## config.mk

```make
export PLATFORM = sky130hd
export DESIGN_NAME = lte_device_flat
export DESIGN_NICKNAME = d
export VERILOG_FILES = /design/src/include/lte_pkg.sv /design/src/include/lte_if.sv /design/src/rtl/lte_device.sv /design/src/flat_wrapper.sv
export VERILOG_INCLUDE_DIRS = /design/src /design/src/include
export SDC_FILE = /design/constraint.sdc
export NUM_CORES = 1
export LEC_CHECK = 0
export BUFFER_PORTS_ARGS = -buffer_cell sky130_fd_sc_hd__buf_2
export CORE_ASPECT_RATIO = 0.75
export CORE_UTILIZATION = 57
export DETAILED_ROUTE_END_ITERATION = 7
export PLACE_DENSITY = 0.79
export SLEW_MARGIN = 40
export SYNTH_ARGS = -nofsm -noshare
export SYNTH_HDL_FRONTEND = slang
export SYNTH_SLANG_ARGS = --single-unit
```

## constraint.sdc

```tcl
create_clock -name sys_clk -period 2.73 [get_ports sys_clk]
set_input_delay 0 -clock sys_clk [delete_from_list [all_inputs] [get_ports sys_clk]]
set_output_delay 0 -clock sys_clk [all_outputs]
set_load 0.02 [all_outputs]
```

## src/include/lte_map.svh

```systemverilog
// Register offsets, field positions and timing counts of the transmit front end
`ifndef LTE_MAP_SVH
`define LTE_MAP_SVH
`define LTE_OFF_GLOBAL_CONFIG     8'h02
`define LTE_OFF_TX_INTERFACE_CFG  8'h05
`define LTE_OFF_TX_PULSE_CFG      8'h06
`define LTE_OFF_TX_STATUS         8'h0f
`define LTE_OFF_HW_PINS           8'h10
`define LTE_BIT_STANDARD_SEL      0
`define LTE_BIT_ENCODER_SEL       0
`define LTE_BIT_RAIL_SEL          1
`define LTE_BIT_DATA_INVERT       2
`define LTE_BIT_EDGE_SEL          3
`define LTE_BIT_LOSS_MASK         4
`define LTE_RST_GLOBAL_CONFIG     8'h00
`define LTE_RST_TX_INTERFACE_CFG  8'h00
`define LTE_RST_TX_PULSE_CFG      8'h00
`define LTE_MCLK_DIV              8'h05
`define LTE_TXCLK_LOSS_CYCLES     8'h46
`define LTE_PULS_E1_120           4'h1
`define LTE_PULS_J1               4'h7
`define LTE_PULS_T1_LAST          4'h6
`define LTE_PULS_T1_FIRST         4'h2
`endif

```

## src/include/lte_pkg.sv

```systemverilog
// Types used by the line end of the transmit front end
package lte_pkg;
  typedef enum logic [3:0] {
    LTE_CTRL_HW     = 4'h1,
    LTE_CTRL_SERIAL = 4'h2,
    LTE_CTRL_MUX_M  = 4'h4,
    LTE_CTRL_MUX_I  = 4'h8
  } lte_ctrl_mode_t;
  typedef enum logic [1:0] {
    LTE_SYM_SPACE = 2'h0,
    LTE_SYM_POS   = 2'h1,
    LTE_SYM_NEG   = 2'h2
  } lte_sym_t;
endpackage

```

## src/include/lte_if.sv

```systemverilog
// Pins between the framer and the line interface transmit front end
`timescale 1ns/1ps
interface lte_if;
  logic       tx_clk;
  logic       tx_data_pos;
  logic       tx_data_neg;
  logic       driver_hiz_in;
  logic       ctrl_sel_hi;
  logic       ctrl_sel_lo;
  logic       serial_edge_sel;
  logic [3:0] pulse_sel;
  logic [1:0] path_mode_sel;
  logic       line_tx_p;
  logic       line_tx_n;
  logic       line_tx_oe;
  logic       txclk_loss;
  modport device (
    input  tx_clk, tx_data_pos, tx_data_neg, driver_hiz_in, ctrl_sel_hi, ctrl_sel_lo,
    input  serial_edge_sel, pulse_sel, path_mode_sel,
    output line_tx_p, line_tx_n, line_tx_oe, txclk_loss
  );
  modport host (
    output tx_clk, tx_data_pos, tx_data_neg, driver_hiz_in, ctrl_sel_hi, ctrl_sel_lo,
    output serial_edge_sel, pulse_sel, path_mode_sel,
    input  line_tx_p, line_tx_n, line_tx_oe, txclk_loss
  );
endinterface

```

## src/rtl/lte_device.sv

```systemverilog
// Transmit front end of the line interface: sampling, line coding, clock loss watch
//
// Functional notes
// - Driver enabled when hiz input low
// - Control mode from two select pins
// - Serial mode uses edge select input
// - Host sets standard bit for T1/J1
// - Hardware mode: pulse pins give standard
// - Framer supplies 2.048 or 1.544 MHz clock
// - Clock absent over 70 cycles raises loss
// - Sample on configured transmit clock edge
// - Software selects data inversion
// - Hardware mode: falling edge, active high
// - Rail select picks single or dual
// - T1 single rail: B8ZS or AMI
// - E1 single rail: HDB3 or AMI
// - Dual rail bypasses the encoder
// - Dual rail maps rails to pulses
// - Hardware mode: path mode from pins
// - Host programs E1 pulse codes
// - T1 has five preset pulse templates
// - Host programs J1 pulse code
`timescale 1ns/1ps
`include "lte_map.svh"
module lte_device (
  input  wire logic       sys_clk,
  input  wire logic       rstn,
  lte_if.device           pins,
  input  wire logic [7:0] reg_addr,
  input  wire logic [7:0] reg_wdata,
  input  wire logic       reg_wr,
  input  wire logic       reg_rd,
  output logic      [7:0] reg_rdata,
  output logic      [1:0] path_mode,
  output logic      [3:0] template_sel,
  output logic            serial_edge
);
  logic [7:0] gcf_reg;
  logic [7:0] tx_interface_config_reg;
  logic [7:0] tx_pulse_config_reg;
  lte_pkg::lte_ctrl_mode_t mode_reg;
  logic       clk_d_reg;
  logic [7:0] mclk_div_reg;
  logic [7:0] idle_cnt_reg;
  logic       loss_reg;
  logic       p_reg, n_reg, oe_reg;
  logic       last_pos_reg;
  logic [3:0] zero_run_reg;
  logic [7:0] hist_reg;
  logic [7:0] hold_reg;
  logic       marks_odd_reg;
  logic       t1_mode, hw_mode, rail_dual, use_sub, inv, fall_edge;
  logic       sample_en, mclk_en, bit_in, dn_in;
  logic [7:0] hw_bits;

  always_ff @(posedge sys_clk) begin
    if (!rstn)
      mode_reg <= lte_pkg::LTE_CTRL_HW;
    else
      unique case ({pins.ctrl_sel_hi, pins.ctrl_sel_lo})
        2'h0: mode_reg <= lte_pkg::LTE_CTRL_HW;
        2'h1: mode_reg <= lte_pkg::LTE_CTRL_SERIAL;
        2'h2: mode_reg <= lte_pkg::LTE_CTRL_MUX_M;
        2'h3: mode_reg <= lte_pkg::LTE_CTRL_MUX_I;
      endcase
  end
  assign hw_mode = (mode_reg == lte_pkg::LTE_CTRL_HW);

  always_ff @(posedge sys_clk) begin
    if (!rstn) begin
      gcf_reg  <= `LTE_RST_GLOBAL_CONFIG;
      tx_interface_config_reg <= `LTE_RST_TX_INTERFACE_CFG;
      tx_pulse_config_reg <= `LTE_RST_TX_PULSE_CFG;
    end else if (reg_wr) begin
      if (reg_addr == `LTE_OFF_GLOBAL_CONFIG) gcf_reg <= reg_wdata;
      if (reg_addr == `LTE_OFF_TX_INTERFACE_CFG) tx_interface_config_reg <= reg_wdata;
      if (reg_addr == `LTE_OFF_TX_PULSE_CFG) tx_pulse_config_reg <= reg_wdata;
    end
  end

  assign hw_bits = {2'h0, pins.path_mode_sel, pins.pulse_sel};
  always_ff @(posedge sys_clk) begin
    if (!rstn)
      reg_rdata <= 8'h00;
    else if (reg_rd)
      unique case (reg_addr)
        `LTE_OFF_GLOBAL_CONFIG:    reg_rdata <= gcf_reg;
        `LTE_OFF_TX_INTERFACE_CFG: reg_rdata <= tx_interface_config_reg;
        `LTE_OFF_TX_PULSE_CFG:     reg_rdata <= tx_pulse_config_reg;
        `LTE_OFF_TX_STATUS:        reg_rdata <= {7'h00, loss_reg};
        `LTE_OFF_HW_PINS:          reg_rdata <= hw_bits;
        default:                   reg_rdata <= 8'h00;
      endcase
    else
      reg_rdata <= 8'h00;
  end

  // Hardware mode: pulse codes above E1 select T1/J1
  assign t1_mode = hw_mode ? (pins.pulse_sel > `LTE_PULS_E1_120)
                           : gcf_reg[`LTE_BIT_STANDARD_SEL];
  assign rail_dual = hw_mode ? 1'b0 : tx_interface_config_reg[`LTE_BIT_RAIL_SEL];
  assign use_sub = hw_mode ? 1'b1 : tx_interface_config_reg[`LTE_BIT_ENCODER_SEL];
  assign inv = hw_mode ? 1'b0 : tx_interface_config_reg[`LTE_BIT_DATA_INVERT];
  assign fall_edge = hw_mode ? 1'b1 : ~tx_interface_config_reg[`LTE_BIT_EDGE_SEL];

  always_ff @(posedge sys_clk) begin
    if (!rstn) begin
      path_mode    <= 2'h0;
      template_sel <= 4'h0;
      serial_edge  <= 1'b0;
    end else begin
      path_mode    <= hw_mode ? pins.path_mode_sel : 2'h0;
      template_sel <= hw_mode ? pins.pulse_sel : tx_pulse_config_reg[3:0];
      serial_edge  <= (mode_reg == lte_pkg::LTE_CTRL_SERIAL) & pins.serial_edge_sel;
    end
  end

  // Transmit clock is taken as synchronous; edges are found by comparison
  always_ff @(posedge sys_clk) begin
    if (!rstn) clk_d_reg <= 1'b0;
    else clk_d_reg <= pins.tx_clk;
  end
  assign sample_en = fall_edge ? (clk_d_reg & ~pins.tx_clk)
                               : (~clk_d_reg & pins.tx_clk);

  always_ff @(posedge sys_clk) begin
    if (!rstn || mclk_div_reg == `LTE_MCLK_DIV - 8'h01) mclk_div_reg <= 8'h00;
    else mclk_div_reg <= mclk_div_reg + 8'h01;
  end
  assign mclk_en = (mclk_div_reg == `LTE_MCLK_DIV - 8'h01);

  always_ff @(posedge sys_clk) begin
    if (!rstn) begin
      idle_cnt_reg <= 8'h00;
      loss_reg     <= 1'b0;
    end else if (clk_d_reg != pins.tx_clk) begin
      idle_cnt_reg <= 8'h00;
      loss_reg     <= 1'b0;
    end else if (mclk_en) begin
      if (idle_cnt_reg != `LTE_TXCLK_LOSS_CYCLES) idle_cnt_reg <= idle_cnt_reg + 8'h01;
      else loss_reg <= 1'b1;
    end
  end
  always_ff @(posedge sys_clk) begin
    if (!rstn) pins.txclk_loss <= 1'b0;
    else pins.txclk_loss <= loss_reg & ~tx_interface_config_reg[`LTE_BIT_LOSS_MASK];
  end

  assign bit_in = pins.tx_data_pos ^ inv;
  assign dn_in  = pins.tx_data_neg ^ inv;

  // Single rail: a 4-bit delay lets HDB3/B8ZS rewrite zero runs before emission.
  // B8ZS decides on the eighth zero, when its first three have already left as spaces
  logic [3:0] pend_reg;
  logic [7:0] kind_reg;
  logic [3:0] pend_next;
  logic [7:0] kind_next;
  logic [1:0] emit;
  logic       odd_next;
  logic       hdb3_hit, b8zs_hit;
  always_comb begin
    emit      = kind_reg[7:6];
    pend_next = {pend_reg[2:0], bit_in};
    kind_next = {kind_reg[5:0], bit_in ? 2'h1 : 2'h0};
    // Parity must include the symbol leaving now, or back-to-back runs pick the wrong form
    odd_next  = (emit == 2'h3) ? 1'b0 : ((emit != 2'h0) ? ~marks_odd_reg : marks_odd_reg);
    hdb3_hit  = ~t1_mode & use_sub & (pend_next == 4'h0) & (zero_run_reg[1:0] == 2'h0)
                & (kind_reg[5:0] == 6'h00);
    b8zs_hit  = t1_mode & use_sub & ({hist_reg[6:0], bit_in} == 8'h00)
                & (hold_reg[6:0] == 7'h00);
    if (hdb3_hit)
      kind_next = odd_next ? 8'h03 : 8'h83; // 000V or B00V
    if (b8zs_hit)
      kind_next = 8'h00;
  end

  always_ff @(posedge sys_clk) begin
    if (!rstn) begin
      pend_reg <= 4'h0; kind_reg <= 8'h00; hist_reg <= 8'h00; hold_reg <= 8'h00;
      zero_run_reg <= 4'h0; last_pos_reg <= 1'b0; marks_odd_reg <= 1'b0;
      p_reg <= 1'b0; n_reg <= 1'b0;
    end else if (sample_en) begin
      if (rail_dual) begin
        p_reg <= dn_in & ~bit_in;
        n_reg <= bit_in & ~dn_in;
      end else begin
        pend_reg <= pend_next;
        hist_reg <= {hist_reg[6:0], bit_in};
        hold_reg <= b8zs_hit ? 8'h01 : {hold_reg[6:0], 1'b0};
        kind_reg <= kind_next;
        zero_run_reg <= hdb3_hit ? 4'h1 : {zero_run_reg[2:0], 1'b0};
        // B8ZS 000VB0VB: V now, then B, space, V, B from the hold shift
        if (b8zs_hit || hold_reg[2]) begin // V
          p_reg <= last_pos_reg; n_reg <= ~last_pos_reg;
        end else if (hold_reg[0] || hold_reg[3]) begin // B
          p_reg <= ~last_pos_reg; n_reg <= last_pos_reg; last_pos_reg <= ~last_pos_reg;
        end else if (emit == 2'h3) begin // HDB3 violation
          p_reg <= last_pos_reg; n_reg <= ~last_pos_reg; marks_odd_reg <= 1'b0;
        end else if (emit[0] || emit == 2'h2) begin
          p_reg <= ~last_pos_reg; n_reg <= last_pos_reg; last_pos_reg <= ~last_pos_reg;
          marks_odd_reg <= ~marks_odd_reg;
        end else begin
          p_reg <= 1'b0; n_reg <= 1'b0;
        end
      end
    end
  end

  always_ff @(posedge sys_clk) begin
    if (!rstn) begin
      pins.line_tx_p  <= 1'b0;
      pins.line_tx_n  <= 1'b0;
      pins.line_tx_oe <= 1'b0;
    end else begin
      pins.line_tx_p  <= p_reg;
      pins.line_tx_n  <= n_reg;
      pins.line_tx_oe <= ~pins.driver_hiz_in;
    end
  end
endmodule

```

## src/flat_wrapper.sv

```systemverilog
// flat-port wrapper written by rule: the top's interface ports become plain ports
module lte_device_flat 
  (sys_clk, rstn, reg_addr, reg_wdata, reg_wr, reg_rd, reg_rdata, path_mode, template_sel, serial_edge, pins_tx_clk, pins_tx_data_pos, pins_tx_data_neg, pins_driver_hiz_in, pins_ctrl_sel_hi, pins_ctrl_sel_lo, pins_serial_edge_sel, pins_pulse_sel, pins_path_mode_sel, pins_line_tx_p, pins_line_tx_n, pins_line_tx_oe, pins_txclk_loss);
  lte_if pins_i ();
  input  wire logic sys_clk;
  input  wire logic rstn;
  input  wire logic [7:0] reg_addr;
  input  wire logic [7:0] reg_wdata;
  input  wire logic reg_wr;
  input  wire logic reg_rd;
  output logic      [7:0] reg_rdata;
  output logic      [1:0] path_mode;
  output logic      [3:0] template_sel;
  output logic serial_edge;
  input wire logic [$bits(pins_i.tx_clk)-1:0] pins_tx_clk;
  input wire logic [$bits(pins_i.tx_data_pos)-1:0] pins_tx_data_pos;
  input wire logic [$bits(pins_i.tx_data_neg)-1:0] pins_tx_data_neg;
  input wire logic [$bits(pins_i.driver_hiz_in)-1:0] pins_driver_hiz_in;
  input wire logic [$bits(pins_i.ctrl_sel_hi)-1:0] pins_ctrl_sel_hi;
  input wire logic [$bits(pins_i.ctrl_sel_lo)-1:0] pins_ctrl_sel_lo;
  input wire logic [$bits(pins_i.serial_edge_sel)-1:0] pins_serial_edge_sel;
  input wire logic [$bits(pins_i.pulse_sel)-1:0] pins_pulse_sel;
  input wire logic [$bits(pins_i.path_mode_sel)-1:0] pins_path_mode_sel;
  output wire logic [$bits(pins_i.line_tx_p)-1:0] pins_line_tx_p;
  output wire logic [$bits(pins_i.line_tx_n)-1:0] pins_line_tx_n;
  output wire logic [$bits(pins_i.line_tx_oe)-1:0] pins_line_tx_oe;
  output wire logic [$bits(pins_i.txclk_loss)-1:0] pins_txclk_loss;
  assign pins_i.tx_clk = pins_tx_clk;
  assign pins_i.tx_data_pos = pins_tx_data_pos;
  assign pins_i.tx_data_neg = pins_tx_data_neg;
  assign pins_i.driver_hiz_in = pins_driver_hiz_in;
  assign pins_i.ctrl_sel_hi = pins_ctrl_sel_hi;
  assign pins_i.ctrl_sel_lo = pins_ctrl_sel_lo;
  assign pins_i.serial_edge_sel = pins_serial_edge_sel;
  assign pins_i.pulse_sel = pins_pulse_sel;
  assign pins_i.path_mode_sel = pins_path_mode_sel;
  assign pins_line_tx_p = pins_i.line_tx_p;
  assign pins_line_tx_n = pins_i.line_tx_n;
  assign pins_line_tx_oe = pins_i.line_tx_oe;
  assign pins_txclk_loss = pins_i.txclk_loss;
  lte_device u_core (.sys_clk(sys_clk), .rstn(rstn), .pins(pins_i), .reg_addr(reg_addr), .reg_wdata(reg_wdata), .reg_wr(reg_wr), .reg_rd(reg_rd), .reg_rdata(reg_rdata), .path_mode(path_mode), .template_sel(template_sel), .serial_edge(serial_edge));
endmodule
```

## Word-level counts from Yosys, hierarchy flattened

Cells that the tools add are included.

- Bits in registers: 96
- Output and inout port bits: 19
- Logic and storage cells: 131

- Add/subtract/negate cells: 2
- Order comparisons: 1
- Equality and inequality tests: 16
- Muxes and demuxes: 32
- Bitwise gates (word level): 30
- Reduce and logical (&&, ||, !) cells: 25

Operators by type and width:

| kind | count |
|---|---|
| $pmux W8 S5 | 1 |
| $eq A8 B3 Y1 const B | 3 |
| $mux W1 | 24 |
| $mux W8 | 3 |
| $add A8 B1 Y8 const B | 2 |
| $pmux W4 S4 | 1 |
| $reduce_and A2 Y1 | 8 |
| $not A1 Y1 | 15 |
| $and A1 B1 Y1 | 13 |
| $reduce_and A5 Y1 | 2 |
| $eq A2 B2 Y1 const B | 4 |
| $eq A8 B2 Y1 const B | 1 |
| $eq A8 B4 Y1 const B | 1 |
| $eq A8 B5 Y1 const B | 1 |
| $logic_not A8 Y1 | 1 |
| $ne A8 B7 Y1 const B | 1 |
| $logic_not A7 Y1 | 1 |
| $mux W7 | 1 |
| $logic_not A6 Y1 | 1 |
| $reduce_bool A2 Y1 | 3 |
| $eq A4 B1 Y1 const B | 1 |
| $eq A4 B2 Y1 const B | 1 |
| $gt A4 B1 Y1 const B | 1 |
| $logic_not A2 Y1 | 2 |
| other kinds (10) | 14 |

## Depth between registers and ports, before layout

Gate-level depths: netlist of the first run.

- Depth after elaboration: 9
- Mapped depth: 9

## Least setup slack after synthesis of the first run

OpenSTA, ideal clock, no wires.

- Kind: register to register
- Start point: register u_core.mode_reg[1]
- End point: register u_core.marks_odd_reg
- Setup time: 0.073 ns
- Data arrival time: 2.133 ns
- Required time: 2.657 ns
- Slack: 0.524 ns
- Cell stages (with the launch flop): 8
- Buffers on the path: 1
- Period minus slack after synthesis: 2.206 ns
- Cell sequence: dfxtp_1 or4b_1 buf_6 mux2_4 a2111oi_4 a21oi_2 nor4bb_1 o22ai_2

- Longest elaborated chain between the ends: 9

RTL lines:

| item | RTL line | RTL |
|---|---|---|
| start, declared | lte_device.sv:41 | `lte_pkg::lte_ctrl_mode_t mode_reg;` |
| start signal, assigned | lte_device.sv:58 | `mode_reg <= lte_pkg::LTE_CTRL_HW;` |
| start signal, assigned | lte_device.sv:61 | `2'h0: mode_reg <= lte_pkg::LTE_CTRL_HW;` |
| start signal, assigned | lte_device.sv:62 | `2'h1: mode_reg <= lte_pkg::LTE_CTRL_SERIAL;` |
| $eq A4 B1 Y1 (*) | lte_device.sv:67 | `assign hw_mode = (mode_reg == lte_pkg::LTE_CTRL_HW);` |
| $mux W1 | lte_device.sv:103 | `` assign inv = hw_mode ? 1'b0 : tx_interface_config_reg[`LTE_BIT_DATA_INVERT]; `` |
| $xor A1 B1 Y1 | lte_device.sv:149 | `assign bit_in = pins.tx_data_pos ^ inv;` |
| $logic_not A8 Y1 | lte_device.sv:169 | `b8zs_hit = t1_mode & use_sub & ({hist_reg[6:0], bit_in} == 8'h00)` |
| $and A1 B1 Y1 | lte_device.sv:169 |  |
| $and A1 B1 Y1 | lte_device.sv:170 | `& (hold_reg[6:0] == 7'h00);` |
| $logic_or A1 B1 Y1 | lte_device.sv:193 | `if (b8zs_hit \|\| hold_reg[2]) begin` |
| $not A1 Y1 (no line) | -- |  |
| $reduce_and A5 Y1 (no line) (*) | -- |  |
| end signal, assigned | lte_device.sv:201 | `marks_odd_reg <= ~marks_odd_reg;` |
| end, declared | lte_device.sv:51 | `logic marks_odd_reg;` |

Mark *: on every way between the ends. The rest lies on a longest branch, timed or not.
A chain may end at the register's enable or synchronous reset.

## Final worst setup path of the first run

- Start point: register u_core.mode_reg[1]
- End point: register u_core.kind_reg[3]

- Longest elaborated chain between the ends: 9

RTL lines:

| item | RTL line | RTL |
|---|---|---|
| $eq A4 B1 Y1 (*) | lte_device.sv:67 |  |
| $mux W1, on equally long branches | lte_device.sv:103, lte_device.sv:99 |  |
| $xor A1 B1 Y1 / $not A1 Y1 (equally long branches) | lte_device.sv:149, lte_device.sv:167 |  |
| $logic_not A4 Y1 / $and A1 B1 Y1 (equally long branches) | lte_device.sv:167 | `hdb3_hit = ~t1_mode & use_sub & (pend_next == 4'h0) & (zero_run_reg[1:0] == 2'h0)` |
| $and A1 B1 Y1 (2 in a row) | lte_device.sv:167 |  |
| $and A1 B1 Y1 | lte_device.sv:168 | `& (kind_reg[5:0] == 6'h00);` |
| $mux W8 | lte_device.sv:171 | `if (hdb3_hit)` |
| $mux W8 | lte_device.sv:173 | `if (b8zs_hit)` |
| end signal, assigned | lte_device.sv:190 | `kind_reg <= kind_next;` |
| end, declared | lte_device.sv:155 | `logic [7:0] kind_reg;` |

Marked as above.

==> results of run 1 <==
[worst max-delay path, cell delays in order (launching register included)]
cell	delay [ns]
dfxtp_1	0.34
or4b_1	0.59
mux2_4	0.35
a2111oi_4	0.44
o21ai_0	0.30
nand3_1	0.15
a21boi_0	0.09
[Yosys cell counts (all sizes together), types with 8 or more instances]
cell type | number | area [um^2]
nand2 | 98 | 368
dfxtp | 93 | 1860
a21boi | 49 | 372
nand3 | 44 | 220
inv | 11 | 41.3
o21ai | 13 | 65.1
a21oi | 20 | 104
clkbuf | 21 | 78.8
and3 | 8 | 50.1
nor2 | 30 | 113
xor2 | 11 | 96.3
[how the worst min path moves through the flow]
stage                             startpoint                       endpoint  slack, ns  cells past startpoint
after floorplan             pins_ctrl_sel_lo             u_core.mode_reg[2]       0.07                      1
after global placement    pins_driver_hiz_in         u_core.pins.line_tx_oe       0.16                      2
after detailed placement  pins_driver_hiz_in         u_core.pins.line_tx_oe       0.17                      2
after CTS                   pins_tx_data_pos             u_core.kind_reg[0]       0.05                      3
after global routing        pins_tx_data_pos             u_core.kind_reg[0]       0.07                      3
final                                   rstn  u_core.tx_pulse_config_reg[3]       0.06                      2
[report_power, final]
part | leakage, nW | switching [mW] | internal (mW) | total [mW]
logic | 0.926 | 0.124 | 0.0962 | 0.220
registers | 0.752 | 0.0165 | 1.38 | 1.39
clock network | 0.0963 | 0.482 | 0.428 | 0.910
total | 1.77 | 0.622 | 1.90 | 2.52
[stage by stage]
stage | utilization | power [mW] | setup WS (ns) | instances
final | 0.696 | 2.52 | 0.356 | 628
after global routing | 0.696 | 2.62 | 0.181 | 628
after CTS | 0.696 | 2.54 | 0.362 | 628
after detailed placement | 0.638 | 1.62 | 0.396 | 593
after global placement | 0.638 | 1.61 | 0.438 | 593
after floorplan | - | 1.55 | 0.524 | 473
[cells in the final DEF (no fill, tap or decap), types with 3 or more instances in the layout]
cell type | Yosys | final
clkbuf_8 | 0 | 9
nand4_1 | 5 | 5
a21oi_1 | 19 | 19
dfxtp_1 | 93 | 93
nand3_1 | 44 | 44
inv_1 | 11 | 11
a21boi_0 | 46 | 46
dlygate4sd3_1 | 0 | 20
or3_1 | 3 | 3
a22oi_1 | 3 | 3
and3_1 | 8 | 8
nand2_1 | 98 | 97
ha_1 | 6 | 6
xnor2_1 | 5 | 5
nor3_1 | 5 | 5
xor2_1 | 11 | 11
buf_4 | 0 | 8
mux2i_1 | 4 | 4
nor3b_1 | 3 | 3
nor4_1 | 4 | 4
nor2_1 | 30 | 30
buf_2 | 1 | 51
o21ai_0 | 11 | 11
a222oi_1 | 6 | 6
and2_1 | 5 | 5
[per-layer routing]
metal / vias up / share of wire / wire length [um]
li1: 1778 / - / -
met1: 1632 / 0.47 / 4190
met2: 136 / 0.45 / 3960
met3: 10 / 0.072 / 637
met4: 0 / 0.010 / 93
met5: - / 0 / 0
[cell families after synthesis]
kind of cell | count (synthesis) | synth area share
compound gates | 100 | 0.179
xor+xnor | 16 | 0.0348
fa+ha+maj | 6 | 0.0187
buf+inv | 34 | 0.0339
flops | 93 | 0.463
mux | 5 | 0.0137
simple gates | 219 | 0.257
[cell type report]
class,instances,share of cell area
Clock buffer,9,0.0261
Clock inverter,6,0.0153
Inverter,11,0.00868
Multi-Input combinational cell,346,0.428
Sequential cell,93,0.392
Tap cell,84,0.0221
Timing Repair Buffer,79,0.108
[what timing repair did]
item	CTS	global route
setup endpoints to repair	0	0
hold endpoints to repair	40	0
hold buffers	20	0
setup buffers	0	0
==> results.json, run 1 <==
{
  "powerDensity_nw_per_um2": 531,
  "core_area_um2": 6830,
  "whs_ns": 0.0604,
  "cts_max_level": 3,
  "die_h_um": 74.8,
  "grt_usage": 0.254,
  "wl_per_cell_um": 14.1,
  "hold_class": "in -> reg",
  "rsz0062_at_grt": "false",
  "met1_usage": 0.333,
  "met3_usage": 0.0631,
  "reg2regPathDepth": 6,
  "drc": 0,
  "drv_cap": 0,
  "seq_area_frac_synth": 0.463,
  "dpl.hpwl_um": 5980,
  "drt_iter0_drc": 262,
  "areaGrowthSynthToFinish_pct": 18.2,
  "ys_ff_latch": 93,
  "max-vdd-ir-drop_v": 0.000268,
  "grt_pass1_wl_um": 14900,
  "multi_input_area_um2": 2030,
  "use_met2": 0.416,
  "rows": 26,
  "r2r_setup_slack_ns": 0.36,
  "synth_cells": 473,
  "post_cts_resize_count": 0,
  "vias_per_cell": 5.66,
  "fill_cells": 544,
  "start_util": 0.589,
  "post-route-period-util": 0.869,
  "regArea_um2": 1860,
  "nNetsFinal": 579,
  "finalInstanceArea_um2": 4750,
  "io_pins": 52,
  "grt_max_degree": 57,
  "worstSetupStartpointType": "flip-flop",
  "root_buffer": "clkbuf_8",
  "final_layout_size_suffix_gt1_frac": 0.153,
  "place_area_um2": 4360,
  "path_clk_slew_ns": 0.09,
  "end_kind": "flip-flop",
  "cts.sinks": 93,
  "critPathMaxFanout": 4,
  "grt_overflow": 0,
  "finalCriticalPeriod_ns": 2.37,
  "crit_required_ns": 2.97,
  "critPathCapture": "u_core.kind_reg[3]",
  "cts_tree": "yes",
  "fin_skew_ns": 0.0136,
  "synth_edf_count": 0,
  "setup_viol_count_final": 0,
  "hold_violations": 0,
  "timing.rr.start": "u_core.mode_reg[1]",
  "grt_pass1_vias": 3232,
  "antenna_found_initial": 0,
  "synth_ff_type": "dfxtp_1",
  "via_count": 3556,
  "place_congestion": 0.829,
  "clk_path_buf_depth": 2,
  "die-area_um2": 7400,
  "portBuffers": 51,
  "synth_cell_types": 48,
  "maxSlewHeadroom": 0.559,
  "arrival_ns": 2.61,
  "clock_latency_ns": 0.36,
  "tns_ns": 0,
  "cts_made_buffers": 9,
  "leakagePower_nw": 1.77,
  "firstDrtPassIters": 7,
  "syn-cell-area_um2": 4020,
  "ant_nets": 0,
  "top_usage_layer": "met2",
  "dieWidth_um": 99.0,
  "synth_nets": 512,
  "tightest_slew_ns": 0.657,
  "drt-total-wl_um": 8880,
  "yosys_warnings": 0,
  "final_max_slew_viol_count": 0,
  "status": "finished clean",
  "async_reset_ff_frac": 0,
  "num_antenna_cells": 0,
  "worst-setup-path-type": "reg -> reg",
  "r2r-end": "u_core.kind_reg[3]",
  "syn_avg_cell_area_um2": 8.51,
  "timing.fmax_ghz": 0.421,
  "startpoint": "u_core.mode_reg[1]"
}
(Power assumes the default switching activity.)
==> inputs of run 2 (changes only) <==
--- a/config.mk
+++ b/config.mk
@@ -6,11 +6,12 @@
 export SDC_FILE = /design/constraint.sdc
 export NUM_CORES = 1
 export LEC_CHECK = 0
+export ABC_AREA = 1
 export BUFFER_PORTS_ARGS = -buffer_cell sky130_fd_sc_hd__buf_2
 export CORE_ASPECT_RATIO = 0.75
 export CORE_UTILIZATION = 57
 export DETAILED_ROUTE_END_ITERATION = 7
-export PLACE_DENSITY = 0.79
+export PLACE_DENSITY_LB_ADDON = 0.12
 export SLEW_MARGIN = 40
 export SYNTH_ARGS = -nofsm -noshare
 export SYNTH_HDL_FRONTEND = slang
==> constraint.sdc (replaced) <==
create_clock -name sys_clk -period 2.25 [get_ports sys_clk]
set_input_delay 0 -clock sys_clk [delete_from_list [all_inputs] [get_ports sys_clk]]
set_output_delay 0 -clock sys_clk [all_outputs]
set_load 0.02 [all_outputs]
==> run 2 against run 1 <==
  * Utilization fell by 0.13 points
  * Count of clock-buffer cells in the layout rose by 2
  * Critical endpoint is now u_core.kind_reg[7]
  * Die area is 1.3% higher
  * Wire length increased by 2.1%
==> results.json, run 2 <==
{
  "grt_max_degree": 25,
  "yosysTopAreaCell": "dfxtp_1",
  "wl_per_cell_um": 12.7,
  "pwr-share-seq": 0.583,
  "areaGrowthSynthToFinish_pct": 16.9,
  "drt-total-wl_um": 9060,
  "cts_tree": "yes",
  "p_total_mw": 2.90,
  "end_kind": "flip-flop",
  "drc": 0,
  "comb_power_share": 0.102,
  "reg2regPathDepth": 10,
  "switchingPower_mw": 0.730,
  "yosys_warnings": 0,
  "via_count": 3626,
  "crit_required_ns": 2.53,
  "fin_cells": 716,
  "fin_skew_ns": 0.00349,
  "min_to": "u_core.reg_rdata[2]",
  "antenna_found_initial": 0,
  "async_reset_ff_frac": 0,
  "ant_nets": 0,
  "synth_edf_count": 0,
  "post-route-period-util": 0.822,
  "portBuffers": 51,
  "cts_max_level": 3,
  "root_buffer": "clkbuf_8",
  "arrival_ns": 2.13,
  "hold_class": "in -> reg",
  "grt_usage": 0.256,
  "place_congestion": 0.799,
  "timing.rr.start": "u_core.mode_reg[0]",
  "worst-setup-path-type": "reg -> reg",
  "nNetsFinal": 654,
  "finalCriticalPeriod_ns": 1.85,
  "rows": 26,
  "path_buf_inv": 2,
  "synth_cells": 542,
  "clk_path_buf_depth": 2,
  "syn-cell-area_um2": 4080,
  "cts_made_buffers": 9,
  "hold_path.startpoint": "reg_rd",
  "start_util": 0.594,
  "clock_latency_ns": 0.36,
  "critical_path.max_stage_delay_ns": 0.34,
  "synth_top_area_frac": 0.456,
  "seq_area_frac_synth": 0.456,
  "final_layout_size_suffix_gt1_frac": 0.147,
  "setup_viol_count_final": 0,
  "grt_pass1_vias": 3240,
  "syn_avg_cell_area_um2": 7.53,
  "r2r-end": "u_core.kind_reg[7]",
  "post_cts_buffers": 0,
  "drt_iter0_drc": 187,
  "drv_cap": 0,
  "path_clk_slew_ns": 0.08,
  "status": "finished clean",
  "dp.cells": 680,
  "startpoint": "u_core.mode_reg[0]",
  "io_pins": 52,
  "tightest_slew_ns": 0.613,
  "ys_ff_latch": 93,
  "whs_path_depth": 3,
  "dpl.hpwl_um": 6380,
  "synth_ff_type": "dfxtp_1",
  "clkPwrFrac": 0.315,
  "p_int_mw": 2.17,
  "die_h_um": 75.3,
  "rsz0062_at_grt": "false",
  "powerDensity_nw_per_um2": 609,
  "synth_most_common_cell": "dfxtp_1",
  "swShare": 0.252,
  "synth_cell_types": 41,
  "die-area_um2": 7500,
  "r2r_setup_slack_ns": 0.40,
  "grt_pass1_wl_um": 14800,
  "leakagePower_nw": 2.01,
  "timing.fmax_ghz": 0.540,
  "cts.sinks": 93,
  "num_antenna_cells": 0,
  "max-vdd-ir-drop_v": 0.000301,
  "slowest_stage": "dfxtp_1",
  "synth.top_cells.by_area": "dfxtp_1, nand2_1, a21oi_1",
  "final_max_slew_viol_count": 0,
  "cpMostUsedCell": "nand2_4",
  "grt_overflow": 0,
  "tns_ns": 0,
  "worstSetupStartpointType": "flip-flop",
  "path_delay_family": "simple AND/OR/NAND/NOR gates",
  "synth_nets": 581,
  "synth_common_cells": "dfxtp_1, nand2_1, inv_1",
  "maxSlewHeadroom": 0.590,
  "layout_common_cells": "dfxtp_1, nand2_1, inv_1, nor2_1, a21oi_1",
  "critPathMaxFanout": 24,
  "hold_violations": 0,
  "crit_chain": "inv_1, nor2_2, nand2_4, nand3b_2, nand2_4, nor2_8, inv_4, a21oi_4, nand2_1, a21oi_1",
  "mostFrequentLayoutCell": "dfxtp_1",
  "post_cts_resize_count": 0,
  "core_area_um2": 6860,
  "firstDrtPassIters": 4,
  "dieWidth_um": 99.7,
  "vias_per_cell": 5.06
}
run 2: changes by cell type after synthesis, sizes merged, moves of 6 or more:
| cell | before | now |
|---|---|---|
| xor2 | 11 | 3 |
| o22ai | 1 | 7 |
| a222oi | 6 | 0 |
| nand3 | 44 | 21 |
| a21oi | 20 | 63 |
| clkbuf | 21 | 8 |
| nand2 | 98 | 92 |
| inv | 11 | 82 |
| a21boi | 49 | 0 |
| o21ai | 13 | 44 |
| nor3 | 5 | 17 |
| nor2 | 30 | 70 |
| and3 | 8 | 1 |
| nand4 | 5 | 11 |
run 2: final cells by class:
| cell class | instances | area (um^2) |
|---|---|---|
| multi-input cells | 353 | 1830 |
| clock inverters | 3 | 15.0 |
| clock buffers | 11 | 131 |
| well taps | 98 | 123 |
| repair buffers | 76 | 498 |
| inverters | 82 | 310 |
| fillers | 591 | 2100 |
| flip-flops and latches | 93 | 1860 |
run 2: stage by stage:
stage / setup slack, ns / hold slack (ns) / instance area, um^2 / utilization
final: 0.400 / 0.0161 / 4770 / 0.695
after detailed placement: 0.456 / 0.162 / 4400 / 0.641
after global placement: 0.554 / 0.157 / 4400 / 0.641
after floorplan: 0.841 / 0.0724 / 4080 / -
after CTS: 0.419 / 0.00416 / 4770 / 0.695
after global routing: 0.244 / 0.0151 / 4770 / 0.695
run 2: worst reg2reg max path: stages, from the launching register on:
cell and delay, ns:
dfxtp_1 0.34, inv_1 0.05, nor2_2 0.11, nand2_4 0.15, nand3b_2 0.15, nand2_4 0.09, nor2_8 0.23, inv_4 0.17
a21oi_4 0.25, nand2_1 0.09, a21oi_1 0.14
run 2: power groups by stage:
| stage | registers (mW) | clock network, mW | logic, mW |
|---|---|---|---|
| 3_5_place_dp | 1.73 | 0 | 0.265 |
| 4_1_cts | 1.69 | 0.940 | 0.295 |
| 3_3_place_gp | 1.73 | 0 | 0.259 |
| 5_1_grt | 1.70 | 0.996 | 0.330 |
| 6_report | 1.69 | 0.914 | 0.297 |
| 2_1_floorplan | 1.74 | 0 | 0.171 |
run 2: per-layer routing:
layer  GRT usage  vias up  routed length (um)
li1            -     1902                   -
met2       0.421       99                4070
met5           0        -                   0
met1       0.334     1612                4370
met4      0.0948        0                 127
met3      0.0566       13                 501
run 2: cells by family after synthesis:
| group | synth area share |
|---|---|
| adder cells (fa/ha/maj) | 0.0184 |
| buffers and inverters | 0.0951 |
| XOR/XNOR | 0.00644 |
| flip-flops | 0.456 |
| AO/OA/AOI/OAI | 0.162 |
| AND/OR/NAND/NOR | 0.262 |
run 2: repair_timing:
action / in CTS / in global routing
endpoints found under the setup margin: 0 / 0
hold endpoints to repair: 36 / 0
hold buffers: 22 / 0
run 2: how the worst max path moves through the flow:
stage | to | depth (start not counted)
global placement | u_core.kind_reg[7] | 10
detailed placement | u_core.kind_reg[7] | 10
CTS | u_core.kind_reg[7] | 10
finish | u_core.kind_reg[7] | 10
global route | u_core.kind_reg[4] | 10
floorplan | u_core.idle_cnt_reg[6] | 9
==> inputs of run 3 (changes only) <==
==> constraint.sdc (replaced) <==
create_clock -name sys_clk -period 1.8 [get_ports sys_clk]
set_input_delay 0 -clock sys_clk [delete_from_list [all_inputs] [get_ports sys_clk]]
set_output_delay 0 -clock sys_clk [all_outputs]
set_load 0.02 [all_outputs]
==> run 3 against run 2 <==
  * Global-route usage up 0.84 points
  * Largest power group unchanged
  * Critical endpoint is now u_core.kind_reg[4]
  * Non-clock buffer count increased by 5
  * Combinational power is 27% higher
==> results.json, run 3 (same netlist as run 2, synthesis figures left out) <==
{
  "via_count": 3754,
  "slowest_stage": "dfxtp_1",
  "die_h_um": 75.3,
  "core_area_um2": 6860,
  "cts_tree": "yes",
  "io_pins": 52,
  "fill_cells": 573,
  "worst-setup-path-type": "reg -> reg",
  "path_clk_slew_ns": 0.09,
  "rsz0062_at_grt": "false",
  "status": "finished clean",
  "final_layout_size_suffix_gt1_frac": 0.158,
  "tns_ns": 0,
  "tightest_slew_ns": 0.453,
  "r2r_setup_slack_ns": 0.14,
  "mostFrequentLayoutCell": "dfxtp_1",
  "clock_latency_ns": 0.36,
  "start_util": 0.594,
  "post-route-period-util": 0.922,
  "fin_skew_ns": 0.00973,
  "firstDrtPassIters": 5,
  "root_buffer": "clkbuf_8",
  "max-vdd-ir-drop_v": 0.000456,
  "end_kind": "flip-flop",
  "drt-total-wl_um": 9480,
  "critPathMaxFanout": 18,
  "grt_pass1_vias": 3376,
  "ant_nets": 0,
  "multi_input_area_um2": 1830,
  "clk_path_buf_depth": 2,
  "final_max_slew_viol_count": 0,
  "powerDensity_nw_per_um2": 800,
  "nNetsFinal": 659,
  "drv_cap": 0,
  "post_cts_buffers": 0,
  "worstSetupStartpointType": "flip-flop",
  "drt_iter0_drc": 184,
  "antenna_found_initial": 0,
  "hold_class": "in -> reg",
  "grt_max_degree": 29,
  "crit_required_ns": 2.09,
  "areaGrowthSynthToFinish_pct": 19.4,
  "p_total_mw": 3.89,
  "grt_usage": 0.264,
  "cts_max_level": 3,
  "arrival_ns": 1.95,
  "wl_per_cell_um": 13.1,
  "crit_chain": "inv_1, nor2_2, nand2_4, inv_1, nor2_4, nor2_8, inv_6, a21oi_4, nand2_1, a21oi_1",
  "dpl.hpwl_um": 6640,
  "vias_per_cell": 5.19,
  "cts_made_buffers": 9,
  "drc": 0,
  "num_antenna_cells": 0,
  "place_congestion": 0.824,
  "grt_pass1_wl_um": 15300,
  "die-area_um2": 7500,
  "finalCriticalPeriod_ns": 1.66,
  "cts.sinks": 93,
  "setup_viol_count_final": 0,
  "layout_common_cells": "dfxtp_1, nand2_1, inv_1, nor2_1, a21oi_1",
  "portBuffers": 51,
  "critical_path.max_stage_delay_ns": 0.34,
  "hold_violations": 0,
  "timing.fmax_ghz": 0.603,
  "grt_overflow": 0,
  "regArea_um2": 1860,
  "dieWidth_um": 99.7,
  "cpMostUsedCell": "inv_1",
  "maxSlewHeadroom": 0.698,
  "rows": 26,
  "leakagePower_nw": 2.06
}
## run 3: power breakdown
group / leakage [nW] / switching, mW / total, mW / internal [mW]
logic: 1.21 / 0.233 / 0.378 / 0.146
clock network: 0.102 / 0.720 / 1.40 / 0.678
registers: 0.753 / 0.0211 / 2.12 / 2.10
total: 2.06 / 0.974 / 3.89 / 2.92
## run 3: timing repair
| item | in CTS | in global routing |
|---|---|---|
| setup endpoints to repair | 0 | 1 |
| hold buffers | 23 | 0 |
| hold endpoints to repair | 39 | 0 |
| gates resized for setup | 0 | 2 |
## run 3: cell type report
class	instances	area share
Timing Repair Buffer	81	0.111
Multi-Input combinational cell	353	0.377
Inverter	82	0.0643
Tap cell	98	0.0252
Clock buffer	10	0.0283
Sequential cell	93	0.382
Clock inverter	6	0.0126
## run 3: stage by stage
step,cell area (um^2),setup WS (ns),hold WS (ns),cells,util
floorplan,4080,0.391,0.0724,542,-
global placement,4430,0.221,0.157,684,0.646
detailed placement,4430,0.0843,0.157,684,0.646
CTS,4860,0.0771,0.0750,723,0.708
global route,4870,0.0222,0.130,723,0.709
finish,4870,0.141,0.0892,723,0.709
## run 3: final timing paths
check | from | endpoint | cells past startpoint
worst max-delay path | u_core.mode_reg[0] | u_core.kind_reg[4] | 10
worst min-delay path | pins_tx_data_neg | u_core.n_reg | 4
worst max register to register | u_core.mode_reg[0] | u_core.kind_reg[4] | 10
worst min register to register | u_core.tx_interface_config_reg[4] | u_core.pins.txclk_loss | 1
## run 3: critical path, delay by kind of cell (launching register included)
family                 cells  cell delay, ns
and+or+nand+nor            5            0.61
buffers and inverters      3            0.31
AOI/OAI and AO/OA          2            0.36
DFF                        1            0.34
## run 3: layer usage
layer | track usage | up-vias | routed length, um
li1 | - | 1914 | -
met1 | 0.336 | 1706 | 4420
met2 | 0.450 | 121 | 4400
met3 | 0.0557 | 13 | 530
met4 | 0.0980 | 0 | 137
met5 | 0 | - | 0
